[src/ckm_regs.svh]
// Register indices, field positions, reset values and phase constants of the clock manager.
`ifndef CKM_REGS_SVH
`define CKM_REGS_SVH

`define CKM_ADDR_W          3
`define CKM_IDX_DIVIDER     3'h2
`define CKM_IDX_DELAY       3'h3
`define CKM_IDX_MODE        3'h5
`define CKM_IDX_SRC_SEL     3'h6
`define CKM_IDX_CONTROL     3'h7

`define CKM_SRC_IO_LSB      4
`define CKM_SRC_SYS_LSB     6
`define CKM_MODE_PLL_BIT    0
`define CKM_MODE_MASK       8'h15
`define CKM_CTL_PWR_BIT     0
`define CKM_CTL_ALL_RST_BIT 1
`define CKM_CTL_DLL_RST_BIT 2
`define CKM_CTL_CFG_RUN_BIT 6
`define CKM_CTL_GSR_OFF_BIT 7
`define CKM_CTL_MASK        8'hc7
`define CKM_SRC_MASK        8'hf0
`define CKM_DELAY_MASK      8'h1f
`define CKM_DIV_MASK        8'h3f

`define CKM_RST_SRC_SEL     8'h00
`define CKM_RST_CONTROL     8'h00
`define CKM_RST_MODE        8'h00
`define CKM_RST_DELAY       8'h00
`define CKM_RST_DIVIDER     8'h00

`define CKM_DELAY_WRAP      5'h10
`define CKM_QDEG_PER_STEP   12'h02d
`define CKM_QDEG_FULL_TURN  12'h5a0

`endif

[src/ckm_pkg.sv]
// Types shared by the clock manager control modules.
package ckm_pkg;

    typedef enum logic [1:0] {
        CKM_SRC_BYPASS,
        CKM_SRC_LOOP,
        CKM_SRC_TAP,
        CKM_SRC_DIVIDED
    } ckm_src_t;

    typedef enum logic [1:0] {
        CKM_ST_OFF,
        CKM_ST_HELD,
        CKM_ST_RUN
    } ckm_state_t;

    typedef struct packed {
        logic [7:0] src_sel;
        logic [7:0] control;
        logic [7:0] mode;
        logic [7:0] delay;
        logic [7:0] divider;
        ckm_state_t state;
        logic       analog_pwr;
        logic       loop_rst;
        logic       lock;
        logic       io_clk;
        logic       sys_clk;
        logic       rdata_oe;
        logic [7:0] rdata;
    } ckm_top_st_t;

    typedef struct packed {
        logic [5:0] cnt;
        logic       in_d;
        logic       out;
    } ckm_div_st_t;

    typedef struct packed {
        logic signed [11:0] phase;
    } ckm_phase_st_t;

endpackage : ckm_pkg

[src/ckm_core_if.sv]
// Carrier between the clock manager top and its divider and phase calculator.
`timescale 1ns/1ps
`default_nettype none

interface ckm_core_if;
    logic               div_clk_in;
    logic [5:0]         div_ratio;
    logic               div_clear;
    logic               div_clk_out;
    logic [4:0]         delay_setting;
    logic signed [11:0] phase_qdeg;

    modport top (
        output div_clk_in,
        output div_ratio,
        output div_clear,
        input  div_clk_out,
        output delay_setting,
        input  phase_qdeg
    );
    modport div (
        input  div_clk_in,
        input  div_ratio,
        input  div_clear,
        output div_clk_out
    );
    modport phase (
        input  delay_setting,
        output phase_qdeg
    );
endinterface : ckm_core_if

`default_nettype wire

[src/ckm_top.sv]
// Control and output source selection of the programmable clock manager.
`timescale 1ns/1ps
`default_nettype none
`include "ckm_regs.svh"

module ckm_top #(
    parameter int DIV_MAX = 64
) (
    // Clock and reset
    input  wire logic        sys_clk_i,
    input  wire logic        rst_i,
    // Chip-wide set/reset and configuration status
    input  wire logic        global_set_reset_low_n_i,
    input  wire logic        config_done_i,
    // Configuration register port
    input  wire logic        cfg_wr_i,
    input  wire logic [2:0]  cfg_addr_i,
    input  wire logic [7:0]  cfg_wdata_i,
    output logic      [7:0]  cfg_rdata_o,
    output logic             cfg_rdata_oe_o,
    // Clock sources, sampled as levels
    input  wire logic        ref_clk_in_i,
    input  wire logic        loop_clk_in_i,
    input  wire logic        tap_clk_in_i,
    input  wire logic        loop_lock_i,
    // Analog loop control
    output logic             analog_pwr_o,
    output logic             loop_rst_o,
    output logic             pll_mode_o,
    output logic             lock_o,
    // Clock outputs and status
    output logic             fast_io_clock_o,
    output logic             sys_clk_out_o,
    output logic      [1:0]  io_src_o,
    output logic      [1:0]  sys_src_o,
    output logic signed [11:0] phase_qdeg_o
);
    ckm_pkg::ckm_top_st_t st_ff;
    ckm_pkg::ckm_top_st_t nxt_st;

    ckm_core_if core ();

    ckm_divider u_divider (
        .sys_clk_i (sys_clk_i),
        .rst_i     (rst_i),
        .core      (core.div)
    );

    ckm_phase u_phase (
        .sys_clk_i (sys_clk_i),
        .rst_i     (rst_i),
        .core      (core.phase)
    );

    logic            mgr_rst;
    logic            cfg_gate;
    logic            pwr_req;
    logic            loop_ok;
    ckm_pkg::ckm_src_t io_src;
    ckm_pkg::ckm_src_t sys_src;

    // Reads of unmapped indices return zero; reserved bits are never stored.
    function automatic logic [7:0] reg_read(input ckm_pkg::ckm_top_st_t s,
                                            input logic [2:0] a);
        case (a)
            `CKM_IDX_DIVIDER: reg_read = s.divider;
            `CKM_IDX_DELAY:   reg_read = s.delay;
            `CKM_IDX_MODE:    reg_read = s.mode;
            `CKM_IDX_SRC_SEL: reg_read = s.src_sel;
            `CKM_IDX_CONTROL: reg_read = s.control;
            default:          reg_read = 8'h00;
        endcase
    endfunction : reg_read

    function automatic logic src_pick(input ckm_pkg::ckm_src_t sel,
                                      input logic bypass,
                                      input logic loop,
                                      input logic tap,
                                      input logic divided);
        case (sel)
            ckm_pkg::CKM_SRC_BYPASS:  src_pick = bypass;
            ckm_pkg::CKM_SRC_LOOP:    src_pick = loop;
            ckm_pkg::CKM_SRC_TAP:     src_pick = tap;
            ckm_pkg::CKM_SRC_DIVIDED: src_pick = divided;
            default:                  src_pick = 1'b0;
        endcase
    endfunction : src_pick

    // The chip-wide set/reset reaches the manager only while bit 7 is clear.
    assign mgr_rst = st_ff.control[`CKM_CTL_ALL_RST_BIT]
                   | (!global_set_reset_low_n_i
                      && !st_ff.control[`CKM_CTL_GSR_OFF_BIT]);

    // Before configuration completes the manager only runs when bit 6 allows it.
    assign cfg_gate = config_done_i || st_ff.control[`CKM_CTL_CFG_RUN_BIT];

    assign pwr_req = st_ff.control[`CKM_CTL_PWR_BIT] && cfg_gate;

    assign loop_ok = (st_ff.state == ckm_pkg::CKM_ST_RUN)
                   && !st_ff.control[`CKM_CTL_DLL_RST_BIT];

    assign io_src  = ckm_pkg::ckm_src_t'(st_ff.src_sel[`CKM_SRC_IO_LSB +: 2]);
    assign sys_src = ckm_pkg::ckm_src_t'(st_ff.src_sel[`CKM_SRC_SYS_LSB +: 2]);

    // Divider only feeds the fast I/O path; it clears on a full manager reset.
    assign core.div_clk_in    = tap_clk_in_i;
    assign core.div_ratio     = st_ff.divider[5:0];
    assign core.div_clear     = mgr_rst || !pwr_req;
    assign core.delay_setting = st_ff.delay[4:0];

    always_comb begin
        nxt_st = st_ff;

        // Register writes from the configuration port are taken at any time.
        if (cfg_wr_i) begin
            case (cfg_addr_i)
                `CKM_IDX_DIVIDER: nxt_st.divider = cfg_wdata_i & `CKM_DIV_MASK;
                `CKM_IDX_DELAY:   nxt_st.delay   = cfg_wdata_i & `CKM_DELAY_MASK;
                `CKM_IDX_MODE:    nxt_st.mode    = cfg_wdata_i & `CKM_MODE_MASK;
                `CKM_IDX_SRC_SEL: nxt_st.src_sel = cfg_wdata_i & `CKM_SRC_MASK;
                `CKM_IDX_CONTROL: nxt_st.control = cfg_wdata_i & `CKM_CTL_MASK;
                default: begin
                end
            endcase
        end

        case (st_ff.state)
            ckm_pkg::CKM_ST_OFF: begin
                if (pwr_req && mgr_rst) begin
                    nxt_st.state = ckm_pkg::CKM_ST_HELD;
                end else if (pwr_req) begin
                    nxt_st.state = ckm_pkg::CKM_ST_RUN;
                end
            end
            ckm_pkg::CKM_ST_HELD: begin
                if (!pwr_req) begin
                    nxt_st.state = ckm_pkg::CKM_ST_OFF;
                end else if (!mgr_rst) begin
                    nxt_st.state = ckm_pkg::CKM_ST_RUN;
                end
            end
            ckm_pkg::CKM_ST_RUN: begin
                if (!pwr_req) begin
                    nxt_st.state = ckm_pkg::CKM_ST_OFF;
                end else if (mgr_rst) begin
                    nxt_st.state = ckm_pkg::CKM_ST_HELD;
                end
            end
            default: begin
                nxt_st.state = ckm_pkg::CKM_ST_OFF;
            end
        endcase

        nxt_st.analog_pwr = pwr_req;
        nxt_st.loop_rst   = mgr_rst || st_ff.control[`CKM_CTL_DLL_RST_BIT];

        // Lock is only reported by a running, unreset loop outside the config hold.
        nxt_st.lock = loop_ok && pwr_req && loop_lock_i;

        // Bypass needs no analog supply, so it survives power-off but not reset.
        if (mgr_rst) begin
            nxt_st.io_clk  = 1'b0;
            nxt_st.sys_clk = 1'b0;
        end else begin
            nxt_st.io_clk  = src_pick(io_src, ref_clk_in_i,
                                      loop_ok && loop_clk_in_i,
                                      loop_ok && tap_clk_in_i,
                                      loop_ok && core.div_clk_out);
            nxt_st.sys_clk = (sys_src == ckm_pkg::CKM_SRC_DIVIDED) ? 1'b0 :
                             src_pick(sys_src, ref_clk_in_i,
                                      loop_ok && loop_clk_in_i,
                                      loop_ok && tap_clk_in_i,
                                      1'b0);
        end

        // The output data bus floats while configuration holds the manager off.
        nxt_st.rdata_oe = cfg_gate;
        nxt_st.rdata    = reg_read(st_ff, cfg_addr_i);
    end

    always_ff @(posedge sys_clk_i or posedge rst_i) begin
        if (rst_i) begin
            st_ff            <= '0;
            st_ff.src_sel    <= `CKM_RST_SRC_SEL;
            st_ff.control    <= `CKM_RST_CONTROL;
            st_ff.mode       <= `CKM_RST_MODE;
            st_ff.delay      <= `CKM_RST_DELAY;
            st_ff.divider    <= `CKM_RST_DIVIDER;
            st_ff.state      <= ckm_pkg::CKM_ST_OFF;
        end else begin
            st_ff <= nxt_st;
        end
    end

    assign cfg_rdata_o     = st_ff.rdata;
    assign cfg_rdata_oe_o  = st_ff.rdata_oe;
    assign analog_pwr_o    = st_ff.analog_pwr;
    assign loop_rst_o      = st_ff.loop_rst;
    assign pll_mode_o      = st_ff.mode[`CKM_MODE_PLL_BIT];
    assign lock_o          = st_ff.lock;
    assign fast_io_clock_o = st_ff.io_clk;
    assign sys_clk_out_o   = st_ff.sys_clk;
    assign io_src_o        = st_ff.src_sel[`CKM_SRC_IO_LSB +: 2];
    assign sys_src_o       = st_ff.src_sel[`CKM_SRC_SYS_LSB +: 2];
    assign phase_qdeg_o    = core.phase_qdeg;

endmodule : ckm_top

`default_nettype wire

[src/ckm_divider.sv]
// Output stage divider on the delay-line path towards the fast I/O clock.
`timescale 1ns/1ps
`default_nettype none

module ckm_divider (
    // Clock and reset
    input  wire logic   sys_clk_i,
    input  wire logic   rst_i,
    // Carrier
    ckm_core_if.div     core
);
    ckm_pkg::ckm_div_st_t st_ff;
    ckm_pkg::ckm_div_st_t nxt_st;

    // The ratio field holds divide-by minus one, so 1 to 64 are reachable.
    always_comb begin
        nxt_st      = st_ff;
        nxt_st.in_d = core.div_clk_in;
        if (core.div_clear) begin
            nxt_st = '0;
        end else if (core.div_ratio == 6'h00) begin
            nxt_st.out = core.div_clk_in;
        end else begin
            if (core.div_clk_in && !st_ff.in_d) begin
                nxt_st.cnt = (st_ff.cnt == core.div_ratio) ? 6'h00 : st_ff.cnt + 6'h01;
            end
            nxt_st.out = (nxt_st.cnt < ((core.div_ratio >> 1) + 6'h01));
        end
    end

    always_ff @(posedge sys_clk_i or posedge rst_i) begin
        if (rst_i) begin
            st_ff <= '0;
        end else begin
            st_ff <= nxt_st;
        end
    end

    assign core.div_clk_out = st_ff.out;
endmodule : ckm_divider

`default_nettype wire

[src/ckm_phase.sv]
// Phase shift of the delay-locked output, in quarter degrees.
`timescale 1ns/1ps
`default_nettype none
`include "ckm_regs.svh"

module ckm_phase (
    // Clock and reset
    input  wire logic   sys_clk_i,
    input  wire logic   rst_i,
    // Carrier
    ckm_core_if.phase   core
);
    ckm_pkg::ckm_phase_st_t st_ff;
    ckm_pkg::ckm_phase_st_t nxt_st;

    // Quarter degrees keep the 11.25 degree step exact in integer form.
    function automatic logic signed [11:0] qdeg_of(input logic [4:0] d);
        logic [11:0] prod;
        prod = 12'(d) * `CKM_QDEG_PER_STEP;
        if (d < `CKM_DELAY_WRAP) begin
            qdeg_of = signed'(prod);
        end else begin
            qdeg_of = signed'(prod - `CKM_QDEG_FULL_TURN);
        end
    endfunction : qdeg_of

    always_comb begin
        nxt_st       = st_ff;
        nxt_st.phase = qdeg_of(core.delay_setting);
    end

    always_ff @(posedge sys_clk_i or posedge rst_i) begin
        if (rst_i) begin
            st_ff <= '0;
        end else begin
            st_ff <= nxt_st;
        end
    end

    assign core.phase_qdeg = st_ff.phase;
endmodule : ckm_phase

`default_nettype wire

[config.mk]
export PLATFORM = sky130hd
export DESIGN_NAME = ckm_top
export DESIGN_NICKNAME = d
export VERILOG_FILES = /design/src/ckm_pkg.sv /design/src/ckm_core_if.sv /design/src/ckm_top.sv /design/src/ckm_divider.sv /design/src/ckm_phase.sv
export VERILOG_INCLUDE_DIRS = /design/src
export SDC_FILE = /design/constraint.sdc
export NUM_CORES = 1
export LEC_CHECK = 0
export BUFFER_PORTS_ARGS = -buffer_cell sky130_fd_sc_hd__buf_2
export CAP_MARGIN = 30
export CORE_ASPECT_RATIO = 0.6
export CORE_MARGIN = 1.5
export CORE_UTILIZATION = 40
export DETAILED_ROUTE_END_ITERATION = 16
export PLACE_DENSITY_LB_ADDON = 0.25
export SLEW_MARGIN = 30
export SYNTH_ARGS = -nofsm -noshare
export SYNTH_HDL_FRONTEND = slang
export SYNTH_SLANG_ARGS = --single-unit
[constraint.sdc]
create_clock -name sys_clk_i -period 4.23 [get_ports sys_clk_i]
set_clock_uncertainty 0.2 [all_clocks]
set_input_delay 0.846 -clock sys_clk_i [delete_from_list [all_inputs] [get_ports sys_clk_i]]
set_output_delay 0.846 -clock sys_clk_i [all_outputs]
set_load 0.005 [all_outputs]
==> metrics.sh <==
WORSTPATHMAXFANOUT=10
POST-DP-HPWL_MM=5.61
DIEAREA_UM2=9450
POWER_PER_CELL_AREA_nW_PER_UM2=651
TIMING.FINAL.SETUP_VIOLATIONS=0
WORSTSETUPPATHTYPE='reg2reg'
TOTAL_COUNT_OF_MAX_TRANSITION_VIOLATIONS_IN_THE_FINAL_REPORT=0
CTSROOTBUFFERMASTER='clkbuf_16'
HOLDBUFCOUNTCTS=0
FIRST_PASS_GRT_WIRE_LENGTH_MM=12.7
SYNTHESIS.AREA_UM2=3540
CLKSLEWWORSTSETUPHOLDPATHS_NS=0.05
ANTENNA_FOUND_INITIAL=0
WORST_IR_DROP_VDD_uV=352
GRT_MAX_DEGREE=38
SYNTH.AVG_CELL_AREA_UM2=10.9
MAX_CAP_VIOL_COUNT=0
FLOORPLAN.INITIALDENSITY_PCT=41.4
SLEW-LIMIT-HEADROOM_PCT=45.7
SYNTH_ENABLE_FLOP_CELLS=0
MULTI_INPUT_COMB_AREA_UM2=1880
RELATIVE_AREA_CHANGE_FROM_SYNTHESIS_TO_FINAL_LAYOUT_PCT=15.4
IOS=51
NUMPORTBUFFERS=50
TRITONCTS='yes'
CP.REQUIRED_NS=4.25
ROWS=26
ROUTE.ANTENNA.REMAINING_NETS=0
VIASPERCELL=5.23
TOTALNEGATIVESETUPSLACK_NS=0
CTS_NUM_SINKS=59
SYNTH_SEQUENTIAL_AREA_RATIO_PCT=41.7
POST_SYNTH_TOP_FLOP='dfrtp_1'
MAX-CLOCK-PATH-BUFFERS=2
ANTENNA-DIODE-COUNT=0
FINALWIRELENGTH_MM=7.58
LAYOUT_WORST_PATH_CYCLE_SHARE_PCT=86.2
FINAL_PERIOD_MINUS_WORST_SETUP_SLACK_NS=3.65
WORST_FLOP_TO_FLOP_PATH_STARTPOINT='core.delay_setting[4]'
PLACE_AREA_UM2=3790
CTS.HTREE.LEVELS=3
CRITICAL_PATH.STARTPOINT_TYPE='flop'
TIGHTEST_HOLD_CHECK_TYPE='reg2reg'
CTS_REPAIR_RESIZE_COUNT=0
GRT_USAGE_PCT=17.4
DIE_WIDTH_UM=125
FIRST_ITER_VIOLATIONS=170
YS_WARN_COUNT=0
TIMING_WORST_SLEW_PIN_VALUE_NS=0.813
POST_SYNTH_NUM_CELL_TYPES=48
WORST-ENDPOINT-ARRIVAL_NS=3.66
REPORT.FINAL.HOLD_VIOL_COUNT=0
WIRE_PER_INST_UM=15.7
TIMING.CRITICAL_PATH.TO_TYPE='flop'
LAYOUT.FILLER_CELLS=785
FINAL_LAYOUT_SIZE_SUFFIX_GT1_SHARE_PCT=30.5
SYNTH.FF_LATCH_COUNT=59
FIRST_GLOBAL_VIAS=2359
OVERFLOW=0
LEAKAGEPOWER_nW=1.93
DETAIL_ROUTE.DRC_VIOLATIONS=0
SEQ_AREA_UM2=1480
MAXCLOCKFREQUENCY_MHz=274
CTS_SETUP_BUFFERS=0
CP-STARTPOINT='core.delay_setting[4]'
TRITONCTS_BUFFERS=9
POSTLAYOUTCELLAREA_UM2=4090
PROPORTION_OF_SYNTHESIZED_FLIP_FLOPS_HAVING_ASYNCHRONOUS_SET_OR_RESET_PCT=100
UNREPAIRED_SETUP_ENDPOINTS_AFTER_GLOBAL_ROUTING='no'
VIAS=2525
CORE-AREA_UM2=8560
GLOBALPLACE.CONGESTION=0.836
STATUS='finished clean'
HOLD_START='st_ff[15]'
CLOCK_INSERTION_DELAY_WORST_SKEW_NS=0.34
POST_SYNTH_INST_COUNT=326
SYNTHESIZED_NETS=382
FINAL_NET_COUNT=422
DIEHEIGHT_UM=75.9
DRTPASS1ITERATIONS=4
-- synth_stat cells, drive strengths merged (2+ instances only) --
library cell | instances | area share, %
dfrtp | 59 | 42
ha | 33 | 12
mux2 | 24 | 7.6
a21oi | 20 | 3.4
nor2 | 19 | 2.0
o21ai | 19 | 3.0
buf | 16 | 3.7
nand2 | 16 | 1.7
xnor2 | 10 | 2.5
inv | 9 | 0.95
nand3 | 9 | 1.3
mux2i | 8 | 2.3
nand2b | 7 | 1.2
nor3 | 7 | 1.6
xor2 | 7 | 1.7
clkbuf | 6 | 0.67
or2 | 6 | 1.1
nor3b | 5 | 1.1
nor2b | 4 | 0.71
a21o | 3 | 0.64
a22o | 3 | 0.74
and3 | 3 | 0.56
fa | 3 | 1.7
nand4 | 3 | 0.53
o31ai | 3 | 0.64
or3 | 3 | 0.53
a211oi | 2 | 0.42
a22oi | 2 | 0.42
and2 | 2 | 0.35
nand4b | 2 | 0.49
o21bai | 2 | 0.42
o2bb2ai | 2 | 0.49
-- layer usage --
| metal | wire length (um) | global-route usage, % |
|---|---|---|
| met1 | 4200 | 26.9 |
| met2 | 2860 | 21.2 |
| met4 | 98 | 6.55 |
| met5 | 0 | 0 |
| met3 | 412 | 6.85 |
-- worst max-delay path, cell delays in order, from the launching register on --
cell	delay [ns]
dfrtp_1	0.55
ha_1	0.34
ha_1	0.29
ha_1	0.34
fa_1	0.48
a211oi_1	0.43
o21bai_1	0.14
a21oi_1	0.19
xor2_1	0.29
o2bb2ai_1	0.14
xor2_1	0.15
-- cells in the final DEF (no fill, tap or decap), drive strengths merged, types with 3 or more instances in the layout --
cell	n
a21o	3
a21oi	20
a22o	3
and3	3
buf	51
clkbuf	10
clkinv	4
dfrtp	59
fa	3
ha	33
inv	9
mux2	24
mux2i	8
nand2	16
nand2b	7
nand3	9
nand4	3
nor2	19
nor2b	4
nor3	7
nor3b	5
o21ai	19
o31ai	3
or2	6
or3	3
xnor2	10
xor2	7
-- worst paths after layout --
kind | slack (ns) | to | cells after the start
setup reg to reg | 0.58 | u_phase.core.phase_qdeg[10] | 10
setup / recovery | 0.58 | u_phase.core.phase_qdeg[10] | 10
max in group asynchronous | 2.57 | st_ff[14] | 3
hold / removal | 0.27 | st_ff[15] | 1
min in group asynchronous | 0.47 | u_phase.core.phase_qdeg[5] | 2
hold reg to reg | 0.27 | st_ff[15] | 1
-- logic make-up after synthesis --
group / count (synthesis) / synth area share [%]
buffers and inverters: 31 / 5.33
adders and majority gates: 36 / 13.3
AOI/OAI and AO/OA: 62 / 11.7
DFF: 59 / 41.7
and+or+nand+nor: 89 / 13.9
muxes: 32 / 9.89
xor gates and xnor gates: 17 / 4.20
-- sequential cells by signal (all words and copies together), names as in the netlist, 2 cells and up --
| name | cells |
|---|---|
| u_phase.core.phase_qdeg | 12 |
| cfg_rdata_o | 8 |
| st_ff | 9 |
| core.div_ratio | 6 |
| u_divider.st_ff | 7 |
| io_src_o | 2 |
| sys_src_o | 2 |
| core.delay_setting | 5 |
-- cell type report --
class	instances	area share, %
timing repair buffer	51	6.30
clock inverter	6	1.59
clock buffer	10	5.84
multi-input combinational	236	45.9
tap	112	3.43
inverter	9	0.826
sequential	59	36.1
-- where the power goes --
part / internal (mW) / switching [mW] / leakage (nW)
combinational: 0.522 / 0.599 / 1.04
sequential: 0.701 / 0.103 / 0.737
clock: 0.471 / 0.266 / 0.148
total: 1.69 / 0.968 / 1.93
-- through the flow --
stage          std cells  hold slack (ns)  util (%)  worst slack (ns)  total power, mW
5_1_grt              483            0.304      47.8             0.370             2.88
3_3_place_gp         467            0.247      44.3             0.662             1.92
4_1_cts              483            0.269      47.8             0.604             2.68
6_report             483            0.266      47.8             0.582             2.66
2_1_floorplan        326            0.232         -             0.957             1.67
3_5_place_dp         467            0.262      44.3             0.641             1.92
Power figures use the tool's default switching activity.
